[src/logic/fudo_pkg.sv]
// Constants, register map and state codes for the frequency update and fine offset block.
// Notes on behaviour
// - Written dividers reach outputs only at calibration start.
// - Writing 0x08 to register 7 starts calibration.
// - Calibration lasts about 30 ms before enable.
// - Writing 0x01 to 17 re-enables output synchronously.
// - Offset covers minus to plus 950 ppm.
// - Offset is 24-bit two's complement.
// - One offset step equals 0.0001164 ppm.
// - Offset applies only when register 233 written.
// - Offset applied synchronously, no output discontinuity.
// - Back-to-back offset updates at full bus rate.
// - Zero offset gives nominal frequency.
// - Register 24 packs low-speed and upper high-speed divider.
// - Feedback divider is 11.32 unsigned fixed point.
// - Gate bit 0 disables output; 1 returns pin control.
// - Calibration start bit clears itself.
package fudo_pkg;

  localparam logic [7:0] ADDR_CAL_CMD = 8'h07;
  localparam logic [7:0] ADDR_GATE = 8'h11;
  localparam logic [7:0] ADDR_HSD_LO = 8'h17;
  localparam logic [7:0] ADDR_PACKED = 8'h18;
  localparam logic [7:0] ADDR_FB0 = 8'h1A;
  localparam logic [7:0] ADDR_FB1 = 8'h1B;
  localparam logic [7:0] ADDR_FB2 = 8'h1C;
  localparam logic [7:0] ADDR_FB3 = 8'h1D;
  localparam logic [7:0] ADDR_FB4 = 8'h1E;
  localparam logic [7:0] ADDR_FB_TOP = 8'h1F;
  localparam logic [7:0] ADDR_BYPASS = 8'h45;
  localparam logic [7:0] ADDR_OFS_LO = 8'hE7;
  localparam logic [7:0] ADDR_OFS_MID = 8'hE8;
  localparam logic [7:0] ADDR_OFS_HI = 8'hE9;
  localparam logic [7:0] ADDR_PAGE = 8'hFF;

  localparam int BIT_RESET = 7;
  localparam int BIT_CAL_START = 3;
  localparam int BIT_GATE = 0;
  localparam int BIT_BYPASS = 0;
  localparam int LSD_MSB = 6;
  localparam int LSD_LSB = 4;
  localparam int HSD_HI_MSB = 2;
  localparam int FB_TOP_MSB = 2;
  localparam int PAGE_MSB = 1;

  localparam logic [10:0] RST_HSD = 11'h054;
  localparam logic [2:0] RST_LSD = 3'h0;
  localparam logic [42:0] RST_FB = 43'h064_0000_0000;
  localparam logic RST_GATE = 1'h1;
  localparam logic RST_BYPASS = 1'h1;
  localparam logic [1:0] PAGE_ZERO = 2'h0;

  // Largest code inside 950 ppm: floor(950 / 0.0001164) = 8161512.
  localparam logic [23:0] OFS_LIMIT = 24'h7C88E8;

  localparam int CAL_TIME_MS = 30;
  localparam int CLK_FREQ_KHZ = 200000;
  localparam int CAL_CYCLES_DEFAULT = CAL_TIME_MS * CLK_FREQ_KHZ;

  localparam logic [3:0] BYTE_BITS = 4'h8;

  typedef enum logic [6:0] {
    ST_IDLE = 7'h01,
    ST_ADDR = 7'h02,
    ST_REG = 7'h04,
    ST_WDATA = 7'h08,
    ST_RDATA = 7'h10,
    ST_ACK = 7'h20,
    ST_MACK = 7'h40
  } fudo_state_type;

endpackage : fudo_pkg

[src/logic/fudo_top.sv]
// Serial register bank that stages divider updates, runs calibration timing and applies fine offsets.

////////////////////////////////////////////////////////////////////////////////

module fudo_sync
  #(parameter logic RST = 1'h1)
  (
  input wire logic clk,
  input wire logic nrst,
  input wire logic din,
  output logic level
  );

  logic s1;
  logic s2;
  logic s3;

  always_ff @(posedge clk)
  begin
    if (!nrst)
    begin
      s1 <= RST;
      s2 <= RST;
      s3 <= RST;
      level <= RST;
    end
    else
    begin
      s1 <= din;
      s2 <= s1;
      s3 <= s2;
      if (s2 == s3)
      begin
        level <= s3;
      end
    end
  end

endmodule : fudo_sync

////////////////////////////////////////////////////////////////////////////////

module fudo_top
  import fudo_pkg::*;
  #(
  parameter logic [6:0] DEV_ADDR = 7'h55, // Arbitrary bus address.
  parameter int CAL_CYCLES = CAL_CYCLES_DEFAULT
  )
  (
  input wire logic clk,
  input wire logic nrst,
  input wire logic scl_in,
  input wire logic sda_in,
  output logic sda_out,
  output logic sda_oe,
  input wire logic oe_pin,
  output logic [10:0] high_speed_divider,
  output logic [2:0] low_speed_divider,
  output logic [42:0] feedback_divider,
  output logic calibration_busy,
  output logic clock_enable,
  output logic [23:0] fine_frequency_offset,
  output logic offset_update,
  output logic offset_in_range
  );

  localparam int CW = $clog2(CAL_CYCLES + 1);

  logic scl_lvl;
  logic sda_lvl;
  logic oe_lvl;
  logic scl_q;
  logic sda_q;
  fudo_state_type state;
  fudo_state_type after_ack;
  logic [3:0] bit_cnt;
  logic [7:0] shifter;
  logic [7:0] ptr;
  logic wr_en;
  logic [7:0] wr_addr;
  logic [7:0] wr_data;
  logic [7:0] rd_byte;
  logic [10:0] hsd;
  logic [2:0] lsd;
  logic [42:0] fb;
  logic gate_bit;
  logic bypass;
  logic [7:0] ofs_lo;
  logic [7:0] ofs_mid;
  logic [1:0] page_sel;
  logic soft_rst;
  logic [CW-1:0] cal_count;
  logic wr_ok;
  logic cal_kick;
  logic ofs_load;
  logic [23:0] next_offset;
  logic next_in_range;

  fudo_sync #(.RST(1'h1)) u_scl (.clk(clk), .nrst(nrst), .din(scl_in), .level(scl_lvl));
  fudo_sync #(.RST(1'h1)) u_sda (.clk(clk), .nrst(nrst), .din(sda_in), .level(sda_lvl));
  fudo_sync #(.RST(1'h1)) u_oe (.clk(clk), .nrst(nrst), .din(oe_pin), .level(oe_lvl));

  ////////////////////////////////////////////////////////////////////////////////
  // Serial slave engine.

  always_ff @(posedge clk)
  begin
    if (!nrst)
    begin
      scl_q <= 1'h1;
      sda_q <= 1'h1;
    end
    else
    begin
      scl_q <= scl_lvl;
      sda_q <= sda_lvl;
    end
  end

  wire start_cond = scl_lvl && scl_q && sda_q && !sda_lvl;
  wire stop_cond = scl_lvl && scl_q && !sda_q && sda_lvl;
  wire scl_rise = scl_lvl && !scl_q;
  wire scl_fall = !scl_lvl && scl_q;

  always_ff @(posedge clk)
  begin
    sda_out <= 1'h0;
  end

  always_ff @(posedge clk)
  begin
    if (!nrst)
    begin
      state <= ST_IDLE;
      after_ack <= ST_IDLE;
      bit_cnt <= 4'h0;
      shifter <= 8'h00;
      ptr <= 8'h00;
      sda_oe <= 1'h0;
      wr_en <= 1'h0;
      wr_addr <= 8'h00;
      wr_data <= 8'h00;
    end
    else
    begin
      wr_en <= 1'h0;
      if (start_cond)
      begin
        state <= ST_ADDR;
        bit_cnt <= 4'h0;
        sda_oe <= 1'h0;
      end
      else if (stop_cond)
      begin
        state <= ST_IDLE;
        sda_oe <= 1'h0;
      end
      else if (scl_rise)
      begin
        case (state)
          ST_ADDR, ST_REG, ST_WDATA:
          begin
            shifter <= {shifter[6:0], sda_lvl};
            bit_cnt <= bit_cnt + 4'h1;
          end
          ST_RDATA:
          begin
            bit_cnt <= bit_cnt + 4'h1;
          end
          ST_MACK:
          begin
            // A not-acknowledge ends the read burst.
            if (sda_lvl)
            begin
              state <= ST_IDLE;
            end
          end
          default:
          begin
          end
        endcase
      end
      else if (scl_fall)
      begin
        case (state)
          ST_ADDR:
          begin
            if (bit_cnt == BYTE_BITS)
            begin
              if (shifter[7:1] == DEV_ADDR)
              begin
                sda_oe <= 1'h1;
                after_ack <= shifter[0] ? ST_RDATA : ST_REG;
                state <= ST_ACK;
              end
              else
              begin
                state <= ST_IDLE;
              end
            end
          end
          ST_REG:
          begin
            if (bit_cnt == BYTE_BITS)
            begin
              ptr <= shifter;
              sda_oe <= 1'h1;
              after_ack <= ST_WDATA;
              state <= ST_ACK;
            end
          end
          ST_WDATA:
          begin
            // Auto-increment lets 231..233 go in one burst at full bus rate.
            if (bit_cnt == BYTE_BITS)
            begin
              wr_en <= 1'h1;
              wr_addr <= ptr;
              wr_data <= shifter;
              ptr <= ptr + 8'h01;
              sda_oe <= 1'h1;
              after_ack <= ST_WDATA;
              state <= ST_ACK;
            end
          end
          ST_ACK, ST_MACK:
          begin
            bit_cnt <= 4'h0;
            state <= after_ack;
            if (after_ack == ST_RDATA)
            begin
              shifter <= {rd_byte[6:0], 1'h0};
              sda_oe <= ~rd_byte[7];
              ptr <= ptr + 8'h01;
            end
            else
            begin
              sda_oe <= 1'h0;
            end
          end
          ST_RDATA:
          begin
            if (bit_cnt == BYTE_BITS)
            begin
              sda_oe <= 1'h0;
              state <= ST_MACK;
            end
            else
            begin
              sda_oe <= ~shifter[7];
              shifter <= {shifter[6:0], 1'h0};
            end
          end
          default:
          begin
            state <= ST_IDLE;
          end
        endcase
      end
    end
  end

  ////////////////////////////////////////////////////////////////////////////////
  // Register file. Only the page register answers while another page is chosen.

  assign wr_ok = wr_en && (page_sel == PAGE_ZERO || wr_addr == ADDR_PAGE);
  assign cal_kick = wr_ok && wr_addr == ADDR_CAL_CMD && wr_data[BIT_CAL_START];
  assign ofs_load = wr_ok && wr_addr == ADDR_OFS_HI;

  // The command register holds nothing: both its bits act for one cycle and read back as zero.
  always_ff @(posedge clk)
  begin
    if (!nrst)
    begin
      soft_rst <= 1'h0;
    end
    else
    begin
      soft_rst <= wr_ok && wr_addr == ADDR_CAL_CMD && wr_data[BIT_RESET];
    end
  end

  always_ff @(posedge clk)
  begin
    if (!nrst || soft_rst)
    begin
      hsd <= RST_HSD;
      lsd <= RST_LSD;
      fb <= RST_FB;
      gate_bit <= RST_GATE;
      bypass <= RST_BYPASS;
      ofs_lo <= 8'h00;
      ofs_mid <= 8'h00;
      page_sel <= PAGE_ZERO;
    end
    else if (wr_ok)
    begin
      case (wr_addr)
        ADDR_HSD_LO: hsd[7:0] <= wr_data;
        ADDR_PACKED:
        begin
          lsd <= wr_data[LSD_MSB:LSD_LSB];
          hsd[10:8] <= wr_data[HSD_HI_MSB:0];
        end
        ADDR_FB0: fb[7:0] <= wr_data;
        ADDR_FB1: fb[15:8] <= wr_data;
        ADDR_FB2: fb[23:16] <= wr_data;
        ADDR_FB3: fb[31:24] <= wr_data;
        ADDR_FB4: fb[39:32] <= wr_data;
        ADDR_FB_TOP: fb[42:40] <= wr_data[FB_TOP_MSB:0];
        ADDR_GATE: gate_bit <= wr_data[BIT_GATE];
        ADDR_BYPASS: bypass <= wr_data[BIT_BYPASS];
        ADDR_OFS_LO: ofs_lo <= wr_data;
        ADDR_OFS_MID: ofs_mid <= wr_data;
        ADDR_PAGE: page_sel <= wr_data[PAGE_MSB:0];
        default:
        begin
        end
      endcase
    end
  end

  always_comb
  begin
    rd_byte = 8'h00;
    if (page_sel == PAGE_ZERO || ptr == ADDR_PAGE)
    begin
      case (ptr)
        ADDR_GATE: rd_byte = {7'h00, gate_bit};
        ADDR_HSD_LO: rd_byte = hsd[7:0];
        ADDR_PACKED: rd_byte = {1'h0, lsd, 1'h0, hsd[10:8]};
        ADDR_FB0: rd_byte = fb[7:0];
        ADDR_FB1: rd_byte = fb[15:8];
        ADDR_FB2: rd_byte = fb[23:16];
        ADDR_FB3: rd_byte = fb[31:24];
        ADDR_FB4: rd_byte = fb[39:32];
        ADDR_FB_TOP: rd_byte = {5'h00, fb[42:40]};
        ADDR_BYPASS: rd_byte = {7'h00, bypass};
        ADDR_OFS_LO: rd_byte = ofs_lo;
        ADDR_OFS_MID: rd_byte = ofs_mid;
        ADDR_OFS_HI: rd_byte = fine_frequency_offset[23:16];
        ADDR_PAGE: rd_byte = {6'h00, page_sel};
        default: rd_byte = 8'h00;
      endcase
    end
  end

  ////////////////////////////////////////////////////////////////////////////////
  // Divider hand-over and calibration timing.

  // Writing divider bytes alone changes nothing downstream; the analog side only sees them here.
  always_ff @(posedge clk)
  begin
    if (!nrst || soft_rst)
    begin
      high_speed_divider <= RST_HSD;
      low_speed_divider <= RST_LSD;
      feedback_divider <= RST_FB;
    end
    else if (cal_kick)
    begin
      high_speed_divider <= hsd;
      low_speed_divider <= lsd;
      // Integer part sits in 42:32, fraction in 31:0.
      feedback_divider <= fb;
    end
  end

  always_ff @(posedge clk)
  begin
    if (!nrst || soft_rst)
    begin
      calibration_busy <= 1'h0;
      cal_count <= '0;
    end
    else if (cal_kick)
    begin
      calibration_busy <= !bypass;
      cal_count <= CW'(CAL_CYCLES - 1);
    end
    else if (calibration_busy)
    begin
      if (cal_count == '0)
      begin
        calibration_busy <= 1'h0;
      end
      else
      begin
        cal_count <= cal_count - CW'(1);
      end
    end
  end

  // The output follows calibration_busy one cycle late, so it stays on for the first calibration cycle and goes dark after that.
  always_ff @(posedge clk)
  begin
    if (!nrst)
    begin
      clock_enable <= 1'h0;
    end
    else
    begin
      clock_enable <= gate_bit && oe_lvl && !calibration_busy;
    end
  end

  ////////////////////////////////////////////////////////////////////////////////
  // Fine offset. Each code step is 0.0001164 ppm; zero gives the nominal frequency.

  assign next_offset = {wr_data, ofs_mid, ofs_lo};
  assign next_in_range = ($signed(next_offset) <= $signed(OFS_LIMIT))
    && ($signed(next_offset) >= -$signed(OFS_LIMIT));

  always_ff @(posedge clk)
  begin
    if (!nrst || soft_rst)
    begin
      fine_frequency_offset <= 24'h000000;
      offset_update <= 1'h0;
      offset_in_range <= 1'h1;
    end
    else
    begin
      offset_update <= ofs_load;
      if (ofs_load)
      begin
        fine_frequency_offset <= next_offset;
        offset_in_range <= next_in_range;
      end
    end
  end
endmodule : fudo_top

[config.mk]
export PLATFORM = sky130hd
export DESIGN_NAME = fudo_top
export DESIGN_NICKNAME = d
export VERILOG_FILES = /design/src/logic/fudo_pkg.sv /design/src/logic/fudo_top.sv
export SDC_FILE = /design/constraint.sdc
export NUM_CORES = 1
export LEC_CHECK = 0
export ABC_AREA = 1
export BUFFER_PORTS_ARGS = -buffer_cell sky130_fd_sc_hd__buf_2
export CAP_MARGIN = 20
export CORE_ASPECT_RATIO = 1.2
export CORE_MARGIN = 3
export CORE_UTILIZATION = 40
export DETAILED_ROUTE_END_ITERATION = 12
export REMOVE_ABC_BUFFERS = 1
export SETUP_SLACK_MARGIN = 0.4
export SYNTH_ARGS = -nofsm -noshare
export SYNTH_HDL_FRONTEND = slang
export SYNTH_SLANG_ARGS = --single-unit
[constraint.sdc]
create_clock -name clk -period 5.1 [get_ports clk]
set_clock_uncertainty 0.2 [all_clocks]
set_input_delay 0.765 -clock clk [delete_from_list [all_inputs] [get_ports clk]]
set_output_delay 0.765 -clock clk [all_outputs]
set_load 0.05 [all_outputs]
==> impl_results.md, run 1 <==
* Die area at 30500 um^2
* GRT Total Usage at a little over a fifth
* Chip Width at between 150 and 200 um
* Crit Path Max Fanout at 37
* Core area at roughly 28000 um^2
* I/O pin count at 92
* Synth Warn # at 0
* P_sw at 847 uW
* Routed WL per cell at between 15 and 20 um
* Busiest metal layer after global routing: met2
* Async SR Flop Fraction at 0%
* Net Sw Frac at a little over a fifth
* Cts repair resizes at 0
* Yosys cell types at 40
* Post-CTS Setup Bufs at 0
* Clock buffer depth at 3
* Slowest-stage cell, CP: nand4_1
* Synth top area cells: dfxtp_1, a21oi_1, o21ai_0
* Synthesized area at about 11000 um^2
* Initial antenna violation count at 0
* Number of I/O port buffers at 90
* Status: finished, final reports clean
* Final Max Tran Viols at 0
* GRT met3 Usage at between 3 and 4%
* Clock Power Share at between 40% and 50%
* Most used DFF post-synth: dfxtp_1
* Avg Cell Area, Syn at 7.02 um^2
* Global routing usage on met1 at between 20% and 30%
* Tightest Hold Check Type: input port to register
* Gr ovfl total at 0
* Setup WS pre-CTS at 1850 ps
* Met2 usage at between 30% and 40%
* Seq cells post-synth at about 250
* Via density at 5.32
* Worst-margin pin slew at 1020 ps
* Global-route wire length before repair at between 50000 and 60000 um
* Vias at between 10k and 15k
* CTS tree: built
* CTS H-tree lvls at 1
* Buffer and inverter count on the worst path at 2
* # fillers at 2862
* Clock-pin slew on the worst setup and hold paths at roughly 60 ps
* DRC Markers at 0
* RePlAce Congestion at ~0.95
* Area leader, netlist: dfxtp_1
* Starting density of the core at about 41%
* Tcrit/Tclk final at between 50% and 60%
* Largest net degree at the start of global routing at 162
* Leak pwr at 0.00560 uW
* Power Dens Cells at 307 nW/um^2
* Layout cells sized above 1 at 10.3%
* Combinational group share of total power at under 10%
* RSZ-0062 raised after global routing: false
* Num rows at 66
* Hold_buf cts at 0
* Startpoint types: register
* Max-cap violations at 0
* Register share of total power at roughly 49%
* Sequential share of the synthesized area at 43.9%
* Number of diodes at 0
* Final hold viol count at 0
* DPL Wire Length at around 24000 um
* Cells along the critical path: inv_2 -> nor3_2 -> nand3_2 -> nand2_4 -> nand4_1 -> nand2_1 -> nor2_1 -> o21ai_0 -> inv_1
* Worst path max stage delay at around 500 ps
* Cells after Synth at about 1.6k
* Most instantiated cells after synthesis: dfxtp_1, nand2_1, a21oi_1
* Fin nets at ~1.7k
* Worst setup slack after layout at roughly 2300 ps
* Die H at roughly 190 um
* Fin crit period at ~2800 ps
* Root Driver: clkbuf_16
* Max IR drop VDD at approximately 0.24 mV
* Vias in the first global route at around 10k
* Worst setup EP type: register
* Worst EP required at approximately 5300 ps
* Top-count cell post-synth: dfxtp_1
* P&R area growth vs syn at 13.9%
* DRT antenna net count at 0
* CP arrival at about 3000 ps
* Post-synth EDFFs at 0
* Utilization after layout at between 40% and 50%
* Worst-Skew Late Latency at around 550 ps
* CP delay by family, top: simple AND/OR/NAND/NOR gates
* CTS Buf Count at 27
* Setup_tns at 0 ps
* Crit path kind: register to register
* TritonRoute pass-1 iters at 5
* Final setup viols at 0
* Pint at approximately 3100 uW
* DR iter-0 viols at just under 800
* Sink Count at ~250
* Top-area cell type share of the netlist area at around 44%
* Max Freq at roughly 360 MHz
* Post-Route WL at around 33000 um
* Relative slew slack at between 30 and 40%
layout by cell type (no fill, tap or decap), drive strengths merged, types with 2 or more instances in the layout:
cell / netlist / layout
o21ai: 207 / 207
nor4: 3 / 3
a21o: 2 / 2
xor2: 8 / 8
ha: 11 / 11
buf: 26 / 97
nand3: 162 / 162
dfxtp: 249 / 249
nand4: 36 / 36
clkbuf: 45 / 44
nor2: 186 / 186
o31ai: 2 / 2
nor3: 20 / 20
clkinv: 5 / 8
a31oi: 4 / 4
inv: 193 / 194
or2: 14 / 14
a211oi: 3 / 3
nand3b: 4 / 4
nand2: 236 / 236
o211ai: 6 / 6
a21oi: 193 / 193
through the flow:
step	instance area [um^2]	hold WS, ps	cells	power, uW
2_1_floorplan	11100	193	1549	2040
3_3_place_gp	12000	196	2019	2060
3_5_place_dp	12000	198	2019	2060
4_1_cts	12900	189	2068	4010
5_1_grt	12900	195	2069	4100
6_report	12900	203	2069	3970
power groups by stage:
| stage | registers [uW] | logic [uW] | clock network [uW] |
|---|---|---|---|
| after CTS | 1950 | 63.4 | 1990 |
| after global routing | 1950 | 72.0 | 2080 |
| after floorplan | 1990 | 44.3 | 0 |
| after global placement | 1990 | 62.6 | 0 |
| final | 1950 | 62.9 | 1960 |
| after detailed placement | 1990 | 63.5 | 0 |
worst paths after layout:
path,slack [ps],end,startpoint,depth (start not counted)
hold / removal,200,u_oe.s1,oe_pin,2
setup reg to reg,2300,cal_count[22],wr_addr[4],9
hold reg to reg,210,u_scl.s2,u_scl.s1,1
setup / recovery,2300,cal_count[22],wr_addr[4],9
registers in the layout, summed over array words and instances (netlist names), 2 cells and up:
signal and flops:
wr_data 8, bit_cnt 4, lsd 3, high_speed_divider 11
ofs_lo 8, after_ack 4, ptr 8, wr_addr 8
hsd 11, cal_count 23, feedback_divider 43, fb 43
state 7, fine_frequency_offset 24, page_sel 2, low_speed_divider 3
shifter 8, ofs_mid 8
layout make-up:
cell class,count,area (um^2),share of cell area [%]
Clock inverter,5,65.1,0.503
Timing Repair Buffer,97,515,3.98
Sequential cell,249,4980,38.5
Tap cell,374,468,3.62
Inverter,198,743,5.74
Multi-Input combinational cell,1102,5340,41.2
Clock buffer,44,830,6.41
metal layers:
metal | share of wire [%] | wire length, um
met4 | 2.3 | 780
met3 | 6.8 | 2290
met1 | 45 | 15200
met5 | 0 | 0
met2 | 45 | 15200
cells by family after synthesis:
| family | synth area share [%] |
|---|---|
| AOI/OAI and AO/OA | 18.9 |
| xor gates and xnor gates | 0.694 |
| adders and majority gates | 1.21 |
| buffers and inverters | 9.31 |
| DFF | 43.9 |
| other | 0.0330 |
| and+or+nand+nor | 26.0 |
(Power assumes the default switching activity.)
==> run 2, diff against run 1 <==
Clock period 5.1 ns to 2.8 ns, I/O delays scaled along.
==> run 2 against run 1 <==
  * Maximum frequency increased by 25%
  * Combinational power increased by 100%
  * Die area unchanged
  * Global-route usage increased by 0.62 points
  * Sequential cell count unchanged
  * Utilization increased by 0.93 points
  * Critical path depth decreased by 1
  * Non-clock buffer count increased by 30
  * Largest power group is now registers
  * Highest routed layer unchanged
==> impl_results.md, run 2 (synthesis results as in run 1) <==
* Status: finished, final reports clean
* Chip Width at 160 um (unchanged)
* Multi-input logic area at 5380 um^2 (+0.89%)
* Crit path kind: register to register
* Leading registers by flop count: fb x43, feedback_divider x43, fine_frequency_offset x24
* Fin cells at 2096 (+1.3%)
* P_sw at 1530 uW (+81%)
* RePlAce Congestion at 0.978 (+3.1%)
* Global-route wire length before repair at 54700 um (+2.0%)
* Max Freq at 447 MHz (+25%)
* Tcrit/Tclk final at 79.8% (+25 points)
* Worst-margin pin slew at 602 ps (-413 ps)
* Worst setup slack after layout at 565 ps (-1740 ps)
* Startpoint types: register
* Register share of total power at 49.8% (+0.7 points)
* Register area at 4980 um^2 (unchanged)
* Commonest non-fill, non-tap cell in the layout: dfxtp_1
* Pint at 5610 uW (+79%)
* Crit Path Max Fanout at 20 (-46%)
* DR iter-0 viols at 864 (+8.8%)
* Number of I/O port buffers at 90 (unchanged)
* CTS H-tree lvls at 1 (unchanged)
* DRC Markers at 0 (unchanged)
* Worst-Skew Late Latency at 550 ps (about the same)
* Final Max Tran Viols at 0 (unchanged)
* Tightest Hold Check Type: input port to register
* Relative slew slack at 59.8% (+28 points)
* GRT Total Usage at 21.9% (+0.62 points)
* Worst setup EP type: register
* Sink Count at 249 (unchanged)
* RSZ-0062 raised after global routing: false
* Fin area at 13200 um^2 (+2.0%)
* # fillers at 2833 (-1.0%)
* Vias at 10.9k (-0.77%)
* Die H at 191 um (unchanged)
* Die area at 30500 um^2 (unchanged)
* Starting density of the core at 41.2% (unchanged)
* Clock buffer depth at 3 (unchanged)
* CTS Buf Count at 26 (-3.7%)
* Combinational group share of total power at 1.8% (+0.2 points)
* Core area at 27600 um^2 (unchanged)
* DPL Wire Length at 25300 um (+5.4%)
* Routed WL per cell at 16.4 um (+1.3%)
* Clock Power Share at 48.4% (-0.9 points)
* Gr ovfl total at 0 (unchanged)
* I/O pin count at 92 (unchanged)
* Worst EP required at 3020 ps (-2320 ps)
* DRT antenna net count at 0 (unchanged)
* Final setup viols at 0 (unchanged)
* Clock-pin slew on the worst setup and hold paths at 60 ps (about the same)
* TritonRoute pass-1 iters at 5 (unchanged)
* Net Sw Frac at 21.5% (+0.13 points)
* Number of diodes at 0 (unchanged)
* Leak pwr at 0.00574 uW (+2.4%)
* Fin crit period at 2240 ps (-564 ps)
* Placed insts at 2045 (+1.3%)
* Initial antenna violation count at 0 (unchanged)
* Largest net degree at the start of global routing at 96 (-41%)
* CP arrival at 2460 ps (-580 ps)
* Layout cells sized above 1 at 12.0% (+1.8 points)
* CTS tree: built
* Vias in the first global route at 10.1k (-0.58%)
* Setup WS pre-CTS at 362 ps (-1490 ps)
* Fin nets at 1720 (+1.7%)
* Num rows at 66 (unchanged)
* Power Dens Cells at 541 nW/um^2 (+76%)
* Root Driver: clkbuf_16
* Max-cap violations at 0 (unchanged)
* Final hold viol count at 0 (unchanged)
* P&R area growth vs syn at 16.1%
* DP Area at 12300 um^2 (+1.8%)
* Post-Route WL at 34400 um (+2.6%)
* Max IR drop VDD at 0.400 mV (+64%)
* Most frequent cells in the layout: dfxtp_1, nand2_1, a21oi_1
* Via density at 5.21 (-2.1%)
==> run 2: changes by cell type in the layout (fill, tap and decap cells not counted), sizes merged <==
cell / previous run / this run
bufinv: 1 / 2
buf: 97 / 124
clkbuf: 44 / 38
inv: 194 / 193
dlygate4sd3: 0 / 3
clkinv: 8 / 11
==> run 2: per-layer routing <==
layer	vias to the layer above	global-route usage (%)	share of wire, %
met4	0	5.74	2.4
met2	307	35.8	45
met1	5009	29.7	45
met5	-	0	0
li1	5543	-	-
met3	64	4.41	7.2
==> run 2: stage by stage <==
step | TNS, ps | hold WS [ps] | utilization [%] | power, uW
6_report | 0 | 61.0 | 47.9 | 7140
4_1_cts | 0 | 55.7 | 47.6 | 7220
3_5_place_dp | 0 | 201 | 44.4 | 3760
3_3_place_gp | 0 | 196 | 44.4 | 3760
2_1_floorplan | -448590 | 193 | - | 3710
5_1_grt | 0 | 95.2 | 47.9 | 7370
==> run 2: area by class of cell <==
cell class,instances,area share [%]
Tap cell,374,3.55
Sequential cell,249,37.8
Clock buffer,38,5.65
Timing Repair Buffer,127,5.86
Multi-Input combinational cell,1102,40.8
Inverter,198,5.63
Clock inverter,8,0.768
==> run 2: critical path: stages, from the launching register on <==
cell and delay (ps):
dfxtp_1 460, nand2_2 130, nor2_1 140, nand3_2 190, nand2_8 200, buf_4 250, nand2_1 260, o21ai_0 230
a21oi_1 50
==> run 2: what timing repair did <==
action | 4_1_cts | 5_1_grt
cloned | 0 | 0
setup buffers | 0 | 2
endpoints found under the setup margin | 8 | 52
hold buffers | 3 | 0
pin swaps | 0 | 2
endpoints found under the hold margin | 3 | 0
gates resized for setup | 1 | 11
==> run 2: final timing paths <==
kind / endpoint / slack, ps / cells after the start / start
hold reg to reg: u_scl.s2 / 210 / 1 / u_scl.s1
setup / recovery: fb[18] / 560 / 8 / wr_addr[1]
hold / removal: bit_cnt[0] / 60 / 3 / nrst
setup reg to reg: fb[18] / 560 / 8 / wr_addr[1]
==> run 2: power groups by stage <==
stage	registers [uW]	logic, uW	clock network (uW)
floorplan	3630	80.7	0
global placement	3630	124	0
detailed placement	3630	125	0
CTS	3550	128	3540
global route	3550	144	3670
finish	3550	128	3460
==> run 3, diff against run 2 <==
Clock period 2.8 ns to 1.9 ns, I/O delays scaled along.
==> run 3 against run 2 <==
  * The flow now finishes with violations (setup timing)
  * Global-route usage up 3.2 points
  * Sequential share of layout area decreased by 10 points
  * Hold slack gained 22 ps
  * Register-to-register slack lost 730 ps
  * Power is 51% higher
  * Critical path type unchanged
==> impl_results.md, run 3 (synthesis results as in run 1) <==
* Via density at 5.49 (+5.3%)
* Clock Power Share at 48.6% (+0.2 points)
* Core area at 27600 um^2 (unchanged)
* Commonest non-fill, non-tap cell in the layout: dfxtp_1
* Chip Width at 160 um (unchanged)
* RePlAce Congestion at 0.951 (-2.8%)
* Layout cells sized above 1 at 49.2% (+37 points)
* Worst-Skew Late Latency at 560 ps (about the same)
* Worst EP required at 2150 ps (-870 ps)
* Worst setup EP type: register
* Net Sw Frac at 23.3% (+1.9 points)
* Met1 WL at 18200 um (+18%)
* Gr ovfl total at 0 (unchanged)
* Fin crit period at 2070 ps (-165 ps)
* Die area at 30500 um^2 (unchanged)
* Max Freq at 483 MHz (+8.0%)
* Final setup viols at 136 (+136)
* Max-cap violations at 0 (unchanged)
* Fin area at 18500 um^2 (+40%)
* Power Dens Cells at 583 nW/um^2 (+7.8%)
* Worst-margin pin slew at 557 ps (-44.9 ps)
* Post-Route WL at 45400 um (+32%)
* DR iter-0 viols at 1070 (+24%)
* WL met3 at 3180 um (+28%)
* Root Driver: clkbuf_16
* CTS tree: built
* # fillers at 2202 (-22%)
* Worst R2R Start: wr_addr[3]
* Leading registers by flop count: fb x43, feedback_divider x43, fine_frequency_offset x24
* Initial antenna violation count at 2 (+2)
* Relative slew slack at 62.8% (+3.0 points)
* Pint at 8270 uW (+47%)
* Combinational group share of total power at 3.0% (+1.2 points)
* Clock-pin slew on the worst setup and hold paths at 60 ps (about the same)
* CP Launch Point: wr_addr[3]
* Failing checks: setup timing
* Vias in the first global route at 11.7k (+16%)
* Final hold viol count at 0 (unchanged)
* RSZ-0062 raised after global routing: true
* Tot Pwr at 10800 uW (+51%)
* CTS Buf Count at 26 (unchanged)
* Clock buffer depth at 3 (unchanged)
* Largest net degree at the start of global routing at 44 (-54%)
* Starting density of the core at 41.2% (unchanged)
* Register area at 5060 um^2 (+1.5%)
* GRT Total Usage at 25.1% (+3.2 points)
* TritonRoute pass-1 iters at 5 (unchanged)
* P_sw at 2510 uW (+64%)
* I/O pin count at 92 (unchanged)
* Tcrit/Tclk final at 109% (+29 points)
* Crit path kind: register to register
* Max IR drop VDD at 0.566 mV (+41%)
* DPL Wire Length at 27100 um (+7.1%)
* Worst setup slack after layout at -170 ps (-735 ps)
* Crit Path Max Fanout at 7 (-65%)
* Number of I/O port buffers at 90 (unchanged)
* Number of diodes at 0 (unchanged)
* Final Max Tran Viols at 0 (unchanged)
* Startpoint types: register
* Register share of total power at 48.4% (-1.4 points)
* CTS H-tree lvls at 1 (unchanged)
* Sink Count at 249 (unchanged)
* Vias at 13.0k (+19%)
* Placed insts at 2203 (+7.7%)
* Multi-input logic area at 7650 um^2 (+42%)
* Fin cells at 2365 (+13%)
* Status: complete, but fails checks
* P&R area growth vs syn at 62.7%
* CP arrival at 2320 ps (-140 ps)
* DRC Markers at 0 (unchanged)
* Fin nets at 1987 (+16%)
* Utilization after layout at 67.1% (+19 points)
* Setup WS pre-CTS at -212 ps (-574 ps)
* DR WL met2 at 22200 um (+42%)
* Leak pwr at 0.00779 uW (+36%)
* Tightest Hold Check Type: input port to register
* Routed WL per cell at 19.2 um (+17%)
* Hold Startpoint: nrst
* DP Area at 13500 um^2 (+10%)
* Most frequent cells in the layout: dfxtp_1, buf_4, inv_1
* Num rows at 66 (unchanged)
* Global-route wire length before repair at 61800 um (+13%)
* Uppermost layer routed: met5
* DRT antenna net count at 0 (unchanged)
* Die H at 191 um (unchanged)
[run 3: cell count changes in the layout (fill, tap and decap cells not counted), sizes merged]
cell	before	now
buf	124	379
clkinvlp	0	10
nand2	236	237
dlygate4sd3	3	4
clkinv	11	13
[run 3: layout make-up]
type / instances / area share, %
Multi-Input combinational cell: 1103 / 41.4
Timing Repair Buffer: 391 / 19.4
Sequential cell: 249 / 27.3
Inverter: 198 / 4.53
Tap cell: 374 / 2.53
Clock inverter: 18 / 0.981
Timing Repair inverter: 2 / 0.0812
Clock buffer: 30 / 3.76
[run 3: critical path: stages (launching register included)]
cell	delay [ps]
dfxtp_2	360
nand2_1	120
nor2_2	150
nand3_4	140
nand2_8	130
buf_4	130
nand4_4	100
buf_12	170
buf_12	140
buf_16	140
o21ai_2	120
a21oi_1	50
[run 3: stage by stage]
stage	TNS [ps]	hold slack [ps]
3_5_place_dp	-3150	203
4_1_cts	0	34.6
2_1_floorplan	-596380	154
5_1_grt	-21710	77.2
3_3_place_gp	-2140	201
6_report	-10630	82.8
[run 3: final timing paths]
kind	endpoint	slack (ps)	cells after the start
setup / recovery	feedback_divider[15]	-170	11
hold / removal	offset_update	80	5
setup reg to reg	feedback_divider[15]	-170	11
hold reg to reg	u_sda.s2	220	1
[run 3: per-layer routing]
metal / up-vias / track usage (%)
li1: 6114 / -
met1: 6187 / 32.5
met2: 533 / 42.1
met3: 144 / 4.24
met4: 4 / 9.45
met5: - / 0
[run 3: power groups by stage]
stage	combinational, uW	clock [uW]	sequential [uW]
finish	322	5240	5220
global route	343	5520	5220
CTS	239	5290	5230
detailed placement	205	0	5350
global placement	203	0	5350
floorplan	119	0	5350
[run 3: what timing repair did]
item,CTS,global route
hold buffers,4,0
gates resized for setup,389,555
hold endpoints to repair,7,0
buffers inserted,44,40
cloned,11,15
setup endpoints to repair,318,320
pin swaps,91,126
